$ cat src/inc/supervisor_pkg.sv
// constants, register map and helpers for the supervisory reset watchdog
package supervisor_pkg;
	localparam int unsigned CLK_HZ = 40_000_000;
	localparam int unsigned CYC_PER_MS = CLK_HZ / 1000;
	localparam int unsigned RESET_HOLD_MS = 50;
	localparam int unsigned RESET_HOLD_CYC = CYC_PER_MS * RESET_HOLD_MS;
	localparam int unsigned WD_LONG_MS = 1600;
	localparam int unsigned WD_LONG_CYC = CYC_PER_MS * WD_LONG_MS;
	localparam int unsigned WD_SHORT_MS = 100;
	localparam int unsigned WD_SHORT_CYC = CYC_PER_MS * WD_SHORT_MS;
	localparam int unsigned WD_EXT_S = 100;
	localparam int unsigned EXT_TICK_HZ = 1000;
	localparam int unsigned WD_EXT_TICKS = WD_EXT_S * EXT_TICK_HZ;

	localparam logic [7:0] REG_CTRL = 8'h00;
	localparam logic [7:0] REG_STATUS = 8'h04;
	localparam logic [7:0] REG_MASK = 8'h08;
	localparam logic [7:0] REG_STATE = 8'h0C;
	localparam logic [7:0] REG_COUNT = 8'h10;

	localparam int unsigned CTRL_WD_EN = 0;
	localparam int unsigned CTRL_SOFT_RST = 1;
	localparam logic [1:0] CTRL_RESET = 2'h1;

	localparam int unsigned EV_W = 4;
	localparam int unsigned EV_WD_EXPIRE = 0;
	localparam int unsigned EV_WARN = 1;
	localparam int unsigned EV_NEAR = 2;
	localparam int unsigned EV_LOW_LINE = 3;
	localparam logic [EV_W-1:0] EV_RESET = 4'h0;

	localparam int unsigned ST_RESET = 0;
	localparam int unsigned ST_WARN = 1;
	localparam int unsigned ST_BACKUP = 2;
	localparam int unsigned ST_TIMEOUT = 3;
	localparam int unsigned ST_LONG = 4;
	localparam int unsigned ST_W = 5;

	localparam int unsigned CNT_W = 8;
	localparam logic [CNT_W-1:0] CNT_RESET = 8'h00;

	function automatic logic rose(input logic now, input logic prev);
		return now & ~prev;
	endfunction
endpackage

$ cat src/inc/wd_ctl_if.sv
// control and status between the supervisor top and its watchdog timer
`timescale 1ns/1ps
interface wd_ctl_if;
	logic hold;
	logic low_line;
	logic enable;
	logic use_ext;
	logic short_sel;
	logic ext_tick;
	logic toggle;
	logic expire;
	logic timeout_n;
	logic long_mode;

	modport timer (
		input hold, low_line, enable, use_ext, short_sel, ext_tick, toggle,
		output expire, timeout_n, long_mode
	);
	modport ctl (
		output hold, low_line, enable, use_ext, short_sel, ext_tick, toggle,
		input expire, timeout_n, long_mode
	);
endinterface

$ cat src/logic/reset_stretch.sv
// reset generator: held by a level, retriggered by pulses, stretched after
`timescale 1ns/1ps
module reset_stretch
	import supervisor_pkg::*;
#(
	parameter int unsigned HOLD_CYC = RESET_HOLD_CYC
)
(
	// clock and reset
	input wire logic sys_clk_i,
	input wire logic reset_n_i,
	// causes
	input wire logic hold_i,
	input wire logic trig_i,
	// result
	output logic active_o
);
	logic [31:0] cnt_r;
	logic active_r;

	// power-on counts as a release, so the stretch runs from reset
	always_ff @(posedge sys_clk_i or negedge reset_n_i)
	begin
		if (!reset_n_i)
		begin
			cnt_r <= 32'h0000_0000;
			active_r <= 1'b1;
		end
		else if (hold_i || trig_i)
		begin
			cnt_r <= HOLD_CYC;
			active_r <= 1'b1;
		end
		else if (cnt_r > 32'h0000_0001)
		begin
			cnt_r <= cnt_r - 32'h0000_0001;
		end
		else if (cnt_r == 32'h0000_0000 && active_r)
		begin
			cnt_r <= HOLD_CYC - 32'h0000_0001;
		end
		else
		begin
			cnt_r <= 32'h0000_0000;
			active_r <= 1'b0;
		end
	end

	assign active_o = active_r;
endmodule

$ cat src/logic/wd_timer.sv
// watchdog period counter with long period after reset
`timescale 1ns/1ps
module wd_timer
	import supervisor_pkg::*;
#(
	parameter int unsigned LONG_CYC = WD_LONG_CYC,
	parameter int unsigned SHORT_CYC = WD_SHORT_CYC,
	parameter int unsigned EXT_TICKS = WD_EXT_TICKS
)
(
	// clock and reset
	input wire logic sys_clk_i,
	input wire logic reset_n_i,
	// control and status
	wd_ctl_if.timer w
);
	logic [31:0] cnt_r;
	logic [31:0] limit;
	logic step;
	logic expire_r;
	logic timeout_n_r;
	logic long_r;

	always_comb
	begin
		if (w.use_ext)
			limit = EXT_TICKS;
		else if (w.short_sel && !long_r)
			limit = SHORT_CYC;
		else
			limit = LONG_CYC;
		step = w.use_ext ? w.ext_tick : 1'b1;
	end

	// long period after any reset until the first toggle
	always_ff @(posedge sys_clk_i or negedge reset_n_i)
	begin
		if (!reset_n_i)
			long_r <= 1'b1;
		else if (w.hold)
			long_r <= 1'b1;
		else if (w.toggle)
			long_r <= 1'b0;
	end

	always_ff @(posedge sys_clk_i or negedge reset_n_i)
	begin
		if (!reset_n_i)
		begin
			cnt_r <= 32'h0000_0000;
			expire_r <= 1'b0;
		end
		else if (w.hold || w.toggle || !w.enable)
		begin
			cnt_r <= 32'h0000_0000;
			expire_r <= 1'b0;
		end
		else if (step && cnt_r >= limit - 32'h0000_0001)
		begin
			cnt_r <= 32'h0000_0000;
			expire_r <= 1'b1;
		end
		else
		begin
			cnt_r <= step ? cnt_r + 32'h0000_0001 : cnt_r;
			expire_r <= 1'b0;
		end
	end

	// timeout flag low from expiry to the next toggle or low line
	always_ff @(posedge sys_clk_i or negedge reset_n_i)
	begin
		if (!reset_n_i)
			timeout_n_r <= 1'b1;
		else if (w.toggle || w.low_line)
			timeout_n_r <= 1'b1;
		else if (expire_r)
			timeout_n_r <= 1'b0;
	end

	assign w.expire = expire_r;
	assign w.timeout_n = timeout_n_r;
	assign w.long_mode = long_r;
endmodule

$ cat src/logic/supervisory_reset_watchdog.sv
// supervisory reset, watchdog and select gating with a wishbone register port
// Overview of operation
// - Reset is driven active while the low-line sense is below its reference.
// - Reset stays active a further 50 ms after the low-line sense recovers.
// - A watchdog period without a toggle produces a reset pulse.
// - A floating watchdog toggle input disables the watchdog.
// - With the timebase source select low the period comes from external ticks.
// - With it high the internal clock gives 100 ms or 1.6 s by the timebase input.
// - The supply-warning flag is active while the warning sense is below reference.
// - The gated select follows the select input, forced inactive on low line or on backup.
// - The backup-switch indication is low on main supply and high on the backup cell.
// - The backup cell coming within 50 mV of the main supply produces a reset pulse.
// - The switched supply selects main when present and the backup cell otherwise.
// - The timeout flag goes low on expiry and stays low until the next toggle, low line or switch to backup.
// - After any reset the watchdog period on the internal clock is 1.6 s.
// - The 100 ms period applies only after the first toggle following reset.
`timescale 1ns/1ps
module supervisory_reset_watchdog
	import supervisor_pkg::*;
#(
	parameter int unsigned HOLD_CYC = RESET_HOLD_CYC,
	parameter int unsigned LONG_CYC = WD_LONG_CYC,
	parameter int unsigned SHORT_CYC = WD_SHORT_CYC,
	parameter int unsigned EXT_TICKS = WD_EXT_TICKS
)
(
	// clock and reset
	input wire logic sys_clk_i,
	input wire logic reset_n_i,
	// comparator results
	input wire logic low_line_sense_below_i,
	input wire logic supply_warn_sense_below_i,
	input wire logic backup_cell_supply_near_i,
	input wire logic main_above_backup_i,
	// watchdog and timebase
	input wire logic watchdog_toggle_input_i,
	input wire logic watchdog_toggle_input_float_i,
	input wire logic timebase_source_select_i,
	input wire logic timebase_input_i,
	// memory select
	input wire logic select_n_i,
	output logic gated_select_n_o,
	// supervisory outputs
	output logic reset_out_n_o,
	output logic supply_warn_flag_n_o,
	output logic timeout_flag_out_n_o,
	output logic backup_switch_indication_o,
	output logic switched_supply_backup_o,
	output logic irq_o,
	// wishbone slave
	input wire logic wb_cyc_i,
	input wire logic wb_stb_i,
	input wire logic wb_we_i,
	input wire logic [7:0] wb_adr_i,
	input wire logic [3:0] wb_sel_i,
	input wire logic [31:0] wb_dat_i,
	output logic [31:0] wb_dat_o,
	output logic wb_ack_o
);
	wd_ctl_if w ();

	logic tog_s1_r;
	logic tog_s2_r;
	logic tog_s3_r;
	logic flt_s1_r;
	logic flt_s2_r;
	logic tb_prev_r;
	logic warn_prev_r;
	logic near_prev_r;
	logic low_prev_r;
	logic rst_active;
	logic on_backup;
	logic [1:0] ctrl_r;
	logic [EV_W-1:0] status_r;
	logic [EV_W-1:0] status_nxt;
	logic [EV_W-1:0] mask_r;
	logic [EV_W-1:0] events;
	logic [CNT_W-1:0] count_r;
	logic ack_r;
	logic [31:0] dat_r;
	logic req;
	logic wr;
	logic reset_out_n_r;
	logic warn_n_r;
	logic timeout_n_r;
	logic batt_r;
	logic supply_bk_r;
	logic gated_n_r;
	logic irq_r;
	logic [ST_W-1:0] state_live;

	function automatic logic hit(input logic [7:0] adr, input logic [7:0] off);
		return adr[7:2] == off[7:2];
	endfunction

	// toggle and float sense pass two flops before use
	always_ff @(posedge sys_clk_i or negedge reset_n_i)
	begin
		if (!reset_n_i)
		begin
			tog_s1_r <= 1'b0;
			tog_s2_r <= 1'b0;
			tog_s3_r <= 1'b0;
			flt_s1_r <= 1'b1;
			flt_s2_r <= 1'b1;
		end
		else
		begin
			tog_s1_r <= watchdog_toggle_input_i;
			tog_s2_r <= tog_s1_r;
			tog_s3_r <= tog_s2_r;
			flt_s1_r <= watchdog_toggle_input_float_i;
			flt_s2_r <= flt_s1_r;
		end
	end

	// previous levels for edge detection
	always_ff @(posedge sys_clk_i or negedge reset_n_i)
	begin
		if (!reset_n_i)
		begin
			tb_prev_r <= 1'b0;
			warn_prev_r <= 1'b0;
			near_prev_r <= 1'b0;
			low_prev_r <= 1'b0;
		end
		else
		begin
			tb_prev_r <= timebase_input_i;
			warn_prev_r <= supply_warn_sense_below_i;
			near_prev_r <= backup_cell_supply_near_i;
			low_prev_r <= low_line_sense_below_i;
		end
	end

	assign on_backup = ~main_above_backup_i;

	// watchdog control
	assign w.hold = rst_active | on_backup;
	assign w.low_line = low_line_sense_below_i;
	assign w.enable = ctrl_r[CTRL_WD_EN] & ~flt_s2_r & ~on_backup;
	assign w.use_ext = ~timebase_source_select_i;
	assign w.short_sel = ~timebase_input_i;
	assign w.ext_tick = w.use_ext & rose(timebase_input_i, tb_prev_r);
	assign w.toggle = tog_s2_r ^ tog_s3_r;

	wd_timer #(
		.LONG_CYC(LONG_CYC),
		.SHORT_CYC(SHORT_CYC),
		.EXT_TICKS(EXT_TICKS)
	) u_wd (
		.sys_clk_i(sys_clk_i),
		.reset_n_i(reset_n_i),
		.w(w)
	);

	reset_stretch #(
		.HOLD_CYC(HOLD_CYC)
	) u_rst (
		.sys_clk_i(sys_clk_i),
		.reset_n_i(reset_n_i),
		.hold_i(low_line_sense_below_i),
		.trig_i(w.expire | rose(backup_cell_supply_near_i, near_prev_r)
			| ctrl_r[CTRL_SOFT_RST]),
		.active_o(rst_active)
	);

	// supervisory outputs, all registered
	always_ff @(posedge sys_clk_i or negedge reset_n_i)
	begin
		if (!reset_n_i)
		begin
			reset_out_n_r <= 1'b0;
			warn_n_r <= 1'b1;
			timeout_n_r <= 1'b1;
			batt_r <= 1'b0;
			supply_bk_r <= 1'b0;
			gated_n_r <= 1'b1;
		end
		else
		begin
			reset_out_n_r <= ~(rst_active | on_backup);
			warn_n_r <= on_backup ? 1'b0 : ~supply_warn_sense_below_i;
			timeout_n_r <= on_backup ? 1'b1 : w.timeout_n;
			batt_r <= on_backup;
			supply_bk_r <= on_backup;
			if (low_line_sense_below_i || on_backup)
				gated_n_r <= 1'b1;
			else
				gated_n_r <= select_n_i;
		end
	end

	// event sources for the sticky status
	always_comb
	begin
		events = EV_RESET;
		events[EV_WD_EXPIRE] = w.expire;
		events[EV_WARN] = rose(supply_warn_sense_below_i, warn_prev_r);
		events[EV_NEAR] = rose(backup_cell_supply_near_i, near_prev_r);
		events[EV_LOW_LINE] = rose(low_line_sense_below_i, low_prev_r);
	end

	// bus handshake: ack one cycle after the request, write on the ack edge
	assign req = wb_cyc_i & wb_stb_i;
	assign wr = req & wb_we_i & ack_r & wb_sel_i[0];

	always_ff @(posedge sys_clk_i or negedge reset_n_i)
	begin
		if (!reset_n_i)
			ack_r <= 1'b0;
		else
			ack_r <= req & ~ack_r;
	end

	always_comb
	begin
		state_live = '0;
		state_live[ST_RESET] = rst_active;
		state_live[ST_WARN] = supply_warn_sense_below_i;
		state_live[ST_BACKUP] = on_backup;
		state_live[ST_TIMEOUT] = ~w.timeout_n;
		state_live[ST_LONG] = w.long_mode;
	end

	always_ff @(posedge sys_clk_i or negedge reset_n_i)
	begin
		if (!reset_n_i)
			dat_r <= 32'h0000_0000;
		else if (req && !ack_r)
		begin
			if (hit(wb_adr_i, REG_CTRL))
				dat_r <= {30'h0000_0000, ctrl_r};
			else if (hit(wb_adr_i, REG_STATUS))
				dat_r <= {28'h000_0000, status_r};
			else if (hit(wb_adr_i, REG_MASK))
				dat_r <= {28'h000_0000, mask_r};
			else if (hit(wb_adr_i, REG_STATE))
				dat_r <= {27'h000_0000, state_live};
			else if (hit(wb_adr_i, REG_COUNT))
				dat_r <= {24'h00_0000, count_r};
			else
				dat_r <= 32'h0000_0000;
		end
	end

	// control: soft reset bit clears itself after one cycle
	always_ff @(posedge sys_clk_i or negedge reset_n_i)
	begin
		if (!reset_n_i)
			ctrl_r <= CTRL_RESET;
		else if (wr && hit(wb_adr_i, REG_CTRL))
			ctrl_r <= wb_dat_i[1:0];
		else
			ctrl_r[CTRL_SOFT_RST] <= 1'b0;
	end

	always_ff @(posedge sys_clk_i or negedge reset_n_i)
	begin
		if (!reset_n_i)
			mask_r <= EV_RESET;
		else if (wr && hit(wb_adr_i, REG_MASK))
			mask_r <= wb_dat_i[EV_W-1:0];
	end

	// sticky status, write one to clear, a new event wins
	always_comb
	begin
		status_nxt = status_r;
		if (wr && hit(wb_adr_i, REG_STATUS))
			status_nxt = status_nxt & ~wb_dat_i[EV_W-1:0];
		status_nxt = status_nxt | events;
	end

	always_ff @(posedge sys_clk_i or negedge reset_n_i)
	begin
		if (!reset_n_i)
		begin
			status_r <= EV_RESET;
			irq_r <= 1'b0;
		end
		else
		begin
			status_r <= status_nxt;
			irq_r <= |(status_nxt & mask_r);
		end
	end

	// saturating count of watchdog expiries, a write to the count register clears it
	always_ff @(posedge sys_clk_i or negedge reset_n_i)
	begin
		if (!reset_n_i)
			count_r <= CNT_RESET;
		else if (w.expire && count_r != {CNT_W{1'b1}})
			count_r <= count_r + 8'h01;
		else if (wr && hit(wb_adr_i, REG_COUNT))
			count_r <= CNT_RESET;
	end

	assign gated_select_n_o = gated_n_r;
	assign reset_out_n_o = reset_out_n_r;
	assign supply_warn_flag_n_o = warn_n_r;
	assign timeout_flag_out_n_o = timeout_n_r;
	assign backup_switch_indication_o = batt_r;
	assign switched_supply_backup_o = supply_bk_r;
	assign irq_o = irq_r;
	assign wb_dat_o = dat_r;
	assign wb_ack_o = ack_r;
endmodule

$ cat config.mk
export PLATFORM = sky130hd
export DESIGN_NAME = supervisory_reset_watchdog
export DESIGN_NICKNAME = d
export VERILOG_FILES = /design/src/inc/supervisor_pkg.sv /design/src/inc/wd_ctl_if.sv /design/src/logic/reset_stretch.sv /design/src/logic/wd_timer.sv /design/src/logic/supervisory_reset_watchdog.sv
export SDC_FILE = /design/constraint.sdc
export NUM_CORES = 1
export LEC_CHECK = 0
export ABC_AREA = 1
export BUFFER_PORTS_ARGS = -buffer_cell sky130_fd_sc_hd__buf_2
export CORE_MARGIN = 10
export CORE_UTILIZATION = 50
export DETAILED_ROUTE_END_ITERATION = 16
export PLACE_DENSITY = 0.77
export SLEW_MARGIN = 20
export SYNTH_ARGS = -nofsm -noshare
export SYNTH_HDL_FRONTEND = slang
export SYNTH_SLANG_ARGS = --single-unit
$ cat constraint.sdc
create_clock -name sys_clk_i -period 2.9 [get_ports sys_clk_i]
set_input_delay 0.145 -clock sys_clk_i [delete_from_list [all_inputs] [get_ports sys_clk_i]]
set_output_delay 0.145 -clock sys_clk_i [all_outputs]
set_load 0.01 [all_outputs]
# Word-level counts from Yosys, hierarchy flattened
# Cells that the tools add are included.
[classes]
n_addsub = 4
n_reduce_logical = 25
eq_ne = 7
n_lt_le_gt_ge = 2
bitwise_logic = 32
mux = 30
[op_table]
columns = ["op", "count"]
rows = [
  ["32-bit two-way mux", 5],
  ["32-bit by 1-bit subtractor with 32-bit output, second input constant", 2],
  ["8-bit two-way mux", 7],
  ["26-bit two-way mux", 2],
  ["32-bit by 1-bit adder with 32-bit output, second input constant", 1],
  ["32-bit greater-or-equal comparator", 1],
  ["32-bit by 1-bit > comparator with 1-bit output, second input constant", 1],
  ["32-bit logical NOT", 1],
  ["21-bit two-way mux", 1],
  ["1-bit two-way mux", 14],
  ["1-bit bitwise AND", 12],
  ["6-bit by 2-bit == test with 1-bit output, second input constant", 2],
  ["1-bit inverter", 12],
  ["1-bit logical AND", 9],
  ["8-bit by 1-bit adder with 8-bit output, second input constant", 1],
  ["4-bit bitwise AND", 2],
  ["8-bit inequality test, second input constant", 1],
  ["6-bit by 1-bit == test with 1-bit output, second input constant", 1],
  ["6-bit by 3-bit == test with 1-bit output, second input constant", 1],
  ["6-bit logical NOT", 1],
  ["2-bit nonzero test", 3],
  ["1-bit logical OR", 5],
  ["4-bit two-way mux", 1],
  ["2-bit by 1-bit inequality test with 1-bit output, second input constant", 2],
  ["other kinds (8)", 12],
]
[word_totals]
regBits = 134
wordCells = 128
out_inout_bits = 40

# Longest topological paths before layout
[logic_depth]
word_depth = 9
mapped_depth = 16
depth_no_buf = 15

# Hierarchy
# A second synthesis with hierarchy kept.
[unflattened]
cells_unflattened = 941
area_unflattened_um2 = 7013.0
[by_module_without_submodules]
columns = ["mod", "instances", "area_each_um2", "cells_each"]
rows = [
  ["wd_timer", 1, 2697.6, 407],
  ["reset_stretch", 1, 2198.4, 293],
  ["supervisory_reset_watchdog", 1, 2117.0, 241],
]

# Worst setup path before layout
# OpenSTA, ideal clock, no wires.
[synth_timing]
path_type = "register to register"
startpoint = "reg u_wd.long_r (netlist: u_wd.w.long_mode)"
endpoint = "reg u_wd.cnt_r[10]"
setup_slack_ps = 744
stages_incl_launch_ff = 15
arrival_ps = 2036
setup_ps = 120
path_cell_list = "dfstp_2 > inv_1 > a21oi_1 > inv_1 > ha_1 > nand2_1 > nor2_1 > nand2_1 > nor3_1 > nand2_1 > nand2_1 > nand2_2 > nand2_4 > buf_6 > nor2_1"
[synth_between]
elab_chain_len = 9
word_cells_on_any_way = 10
classes_between = "1 x add/sub; 1 x order compare; 4 x mux; 4 x reduce/logical"
[synth_rtl]
columns = ["element", "line_no", "rtl"]
rows = [
  ["start: declaration", "wd_timer.sv:22", "logic long_r;"],
  ["start signal: assignment", "wd_timer.sv:39", "long_r <= 1'b1;"],
  ["start signal: assignment", "wd_timer.sv:41", "long_r <= 1'b1;"],
  ["start signal: assignment", "wd_timer.sv:43", "long_r <= 1'b0;"],
  ["1-bit logical NOT *", "wd_timer.sv:28", "else if (w.short_sel && !long_r)"],
  ["1-bit logical AND *", "wd_timer.sv:28", ""],
  ["26-bit two-way mux *", "wd_timer.sv:28", ""],
  ["26-bit two-way mux *", "wd_timer.sv:26", "if (w.use_ext)"],
  ["32-bit by 1-bit subtractor with 32-bit output *", "wd_timer.sv:58", "else if (step && cnt_r >= limit - 32'h0000_0001)"],
  ["32-bit greater-or-equal comparator *", "wd_timer.sv:58", ""],
  ["1-bit logical AND *", "wd_timer.sv:58", ""],
  ["32-bit two-way mux", "wd_timer.sv:58", ""],
  ["32-bit two-way mux", "wd_timer.sv:53", "else if (w.hold || w.toggle || !w.enable)"],
  ["end signal: assignment", "wd_timer.sv:65", "cnt_r <= step ? cnt_r + 32'h0000_0001 : cnt_r;"],
  ["end: declaration", "wd_timer.sv:17", "logic [31:0] cnt_r;"],
]
# Every way passes the cells marked *; elsewhere a longest branch is shown, timed or not.
# A chain may end at the register's enable or synchronous reset.

# Worst setup path in the final report
[layout_timing]
startpoint = "reg u_wd.long_r (netlist: u_wd.w.long_mode)"
endpoint = "reg u_wd.cnt_r[20]"
# The elaborated chain is that of the path after synthesis.

==> summary.json <==
{
  "outcome": "finished clean",
  "syn_area_per_cell_sq_um": 7.42,
  "detail_route.drc_violations": 0,
  "syn-cell-area_sq_um": 6900,
  "timing_worst_setup_path_type": "flip-flop to flip-flop",
  "detail_route.wirelength_um": 16100,
  "num-nets-final": 1087,
  "worst_hold_startpoint": "wb_dat_i[1]",
  "count_of_cells_along_the_worst_hold_path": 3,
  "cts_resized": 0,
  "vias_per_cell": 5.09,
  "cts.repair_timing.setup_buffer_count": 0,
  "reg2reg_from": "u_wd.w.long_mode",
  "endpoint_kind": "flip-flop",
  "crit_buf_inv": 2,
  "worst-r2r-cell-count": 13,
  "floorplan.die.height_um": 137,
  "clock_insertion_delay_worst_skew_ns": 0.37,
  "cts_num_sinks": 110,
  "cts.htree.levels": 3,
  "wl_per_cell_um": 13.6,
  "floorplan.rows": 42,
  "setup_tns_ns": 0,
  "p_leak_nw": 3.81,
  "critical_path.reg2reg.endpoint": "u_wd.cnt_r[20]",
  "final_layout_size_suffix_gt1_share_pct": 12.0,
  "pwrdens_nw_per_um2": 412,
  "final_cell_count_no_fill": 1180,
  "crit_family": "simple AND/OR/NAND/NOR gates",
  "vdd_ir_drop_max_mv": 0.464,
  "worst_ep_required_time_ns": 3.15,
  "timing.final.crit_period_ns": 2.48,
  "timing.final.max_slew_violations": 0,
  "pin_count_of_the_biggest_net_entering_global_routing": 48,
  "synth_seq_cells": 110,
  "final.period_utilization_pct": 85.4,
  "max_slew_margin_pct": 60.4,
  "worstPathCellList": "inv_1, a21oi_1, inv_1, ha_1, nand2_1, nor2_1, nand2_1, nor3_1, nand2_1, nand2_1, nand2_2, nand2_4, nor2_1",
  "routed-via-count": 6006,
  "synth_cells": 930,
  "grt_antenna_before_repair": 0,
  "grt_first_pass_wirelength_um": 27400,
  "slowest_delay_ns": 0.55,
  "whs_ns": 0.0422,
  "finalHoldViolCount": 0,
  "ios": 98,
  "cts_hold_buf": 9,
  "fmaxAchievable_mhz": 404,
  "gp_routability_congestion": 0.927,
  "place_inst": 1155,
  "detailedRoute.firstIterationViolations": 437,
  "crit_path_frequent_cell": "sky130_fd_sc_hd__nand2_1",
  "critical-path-slowest-cell": "sky130_fd_sc_hd__dfstp_2",
  "final_common_cell": "sky130_fd_sc_hd__nand2_1",
  "layout-area-overhead-vs-synth_pct": 11.0,
  "cts-root-buf": "sky130_fd_sc_hd__clkbuf_16",
  "grt_usage_pct": 17.9,
  "yosysSeqAreaShare_pct": 40.0,
  "cts_inserted_buffers": 9,
  "finClkSkew_ns": 0.00825,
  "worst-slew-pin-transition_ns": 0.594,
  "crit_arrival_ns": 2.72,
  "insertedDiodeCount": 0,
  "path_clk_slew_ns": 0.08,
  "fp.dieW_um": 137,
  "reg2reg_slack_ns": 0.42,
  "hold_end": "ctrl_r[1]",
  "power.total_mw": 3.16,
  "placement.io_buffers": 40,
  "worstSetupStartpointType": "flip-flop",
  "floorplan.initialDensity_pct": 51.5,
  "layout_common_cells": "sky130_fd_sc_hd__nand2_1, sky130_fd_sc_hd__nor2_1, sky130_fd_sc_hd__inv_1, sky130_fd_sc_hd__dfrtp_1, sky130_fd_sc_hd__nand3_1",
  "cts.path.max_buffers": 2,
  "fp.dieArea_sq_um": 18900,
  "fillers": 1218,
  "timing.final.setup_violations": 0,
  "cp_max_fo": 16,
  "synth_cell_types": 44,
  "global_route.overflow_total": 0,
  "yosysWarnings": 0,
  "cts_tree": "built",
  "number_of_max_cap_violations": 0,
  "hold_path_class": "input port to flip-flop",
  "first_global_vias": 5742,
  "detailed_placement_hpwl_um": 12300,
  "first_pass_iters": 5,
  "core_area_sq_um": 13400,
  "grt_setup_unrepaired": "no",
  "route.antenna.remaining_nets": 0
}
flip-flops by register name, indices dropped and copies added (netlist names), 2 cells and up:
| register | count |
|---|---|
| u_rst.cnt_r | 32 |
| mask_r | 4 |
| u_wd.cnt_r | 32 |
| wb_dat_o | 8 |
| status_r | 4 |
| ctrl_r | 2 |
| count_r | 8 |
kinds of logic (layout without fill, tap and decap cells):
family / count (synthesis) / in the layout / synth area share [%]
buffers and inverters: 143 / 185 / 9.70
DFF: 110 / 110 / 40.0
adders and majority gates: 30 / 30 / 5.44
other: 2 / 34 / 0.109
and+or+nand+nor: 537 / 537 / 34.0
xor gates and xnor gates: 41 / 41 / 5.20
AOI/OAI and AO/OA: 67 / 67 / 5.46
where the power goes:
| group | leakage (nW) | internal (mW) | total [mW] | switching [mW] |
|---|---|---|---|---|
| logic | 2.28 | 0.0960 | 0.283 | 0.187 |
| clock network | 0.151 | 0.625 | 1.28 | 0.659 |
| registers | 1.38 | 1.57 | 1.59 | 0.0243 |
worst register-to-register path, stage by stage (launching register included):
cell,delay [ns]
sky130_fd_sc_hd__dfstp_2,0.55
sky130_fd_sc_hd__inv_1,0.04
sky130_fd_sc_hd__a21oi_1,0.18
sky130_fd_sc_hd__inv_1,0.15
sky130_fd_sc_hd__ha_1,0.32
sky130_fd_sc_hd__nand2_1,0.07
sky130_fd_sc_hd__nor2_1,0.18
sky130_fd_sc_hd__nand2_1,0.07
sky130_fd_sc_hd__nor3_1,0.17
sky130_fd_sc_hd__nand2_1,0.07
sky130_fd_sc_hd__nand2_1,0.10
sky130_fd_sc_hd__nand2_2,0.14
sky130_fd_sc_hd__nand2_4,0.23
sky130_fd_sc_hd__nor2_1,0.08
layout make-up:
class / count / area [sq um] / share of cell area, %
clock buffer: 9 / 225 / 2.94
clock inverter: 7 / 81.3 / 1.06
inverter: 110 / 415 / 5.42
multi-input combinational: 709 / 3590 / 46.8
sequential: 110 / 2760 / 36.1
tap: 176 / 220 / 2.87
timing repair buffer: 59 / 368 / 4.80
how the worst max path moves through the flow:
stage | startpoint | endpoint | slack (ns) | cells past startpoint
2_1_floorplan | u_wd.w.long_mode | u_wd.cnt_r[10] | 0.74 | 14
3_3_place_gp | u_wd.w.long_mode | u_wd.cnt_r[31] | 0.48 | 13
3_5_place_dp | u_wd.w.long_mode | u_wd.cnt_r[30] | 0.44 | 14
4_1_cts | u_wd.w.long_mode | u_wd.cnt_r[1] | 0.43 | 14
5_1_grt | u_wd.w.long_mode | u_wd.cnt_r[20] | 0.22 | 13
6_report | u_wd.w.long_mode | u_wd.cnt_r[20] | 0.42 | 13
metrics by stage:
step,setup WS (ns),util (%),instance area [sq um]
detailed placement,0.442,54.2,7270
floorplan,0.744,-,7020
global placement,0.480,54.2,7270
finish,0.422,57.2,7660
global route,0.216,57.2,7660
CTS,0.428,57.2,7660
routing by layer:
metal,track usage [%],wire length (um),vias up
li1,-,-,3032
met3,4.62,875,10
met1,23.3,7340,2812
met5,0,0,-
met2,28.7,7690,152
met4,4.74,163,0
synthesized netlist by cell type (all sizes together):
library cell	n	area, sq um
a21o	1	7.51
a21oi	24	131
a22oi	2	15.0
a31oi	2	18.8
and3	2	12.5
buf	32	250
clkbuf	1	3.75
clkinv	1	3.75
conb	2	7.51
dfrtp	101	2530
dfstp	9	236
ha	30	375
inv	109	412
nand2	260	1010
nand3	62	310
nand3b	2	15.0
nand4	19	125
nor2	164	696
nor3	19	110
nor3b	1	7.51
nor4	1	21.3
o2111ai	1	8.76
o211ai	1	7.51
o21a	1	7.51
o21ai	33	165
o31ai	2	15.0
or2	7	43.8
xnor2	12	105
xor2	29	254
Note: power is estimated with default switching activity, not from simulation.
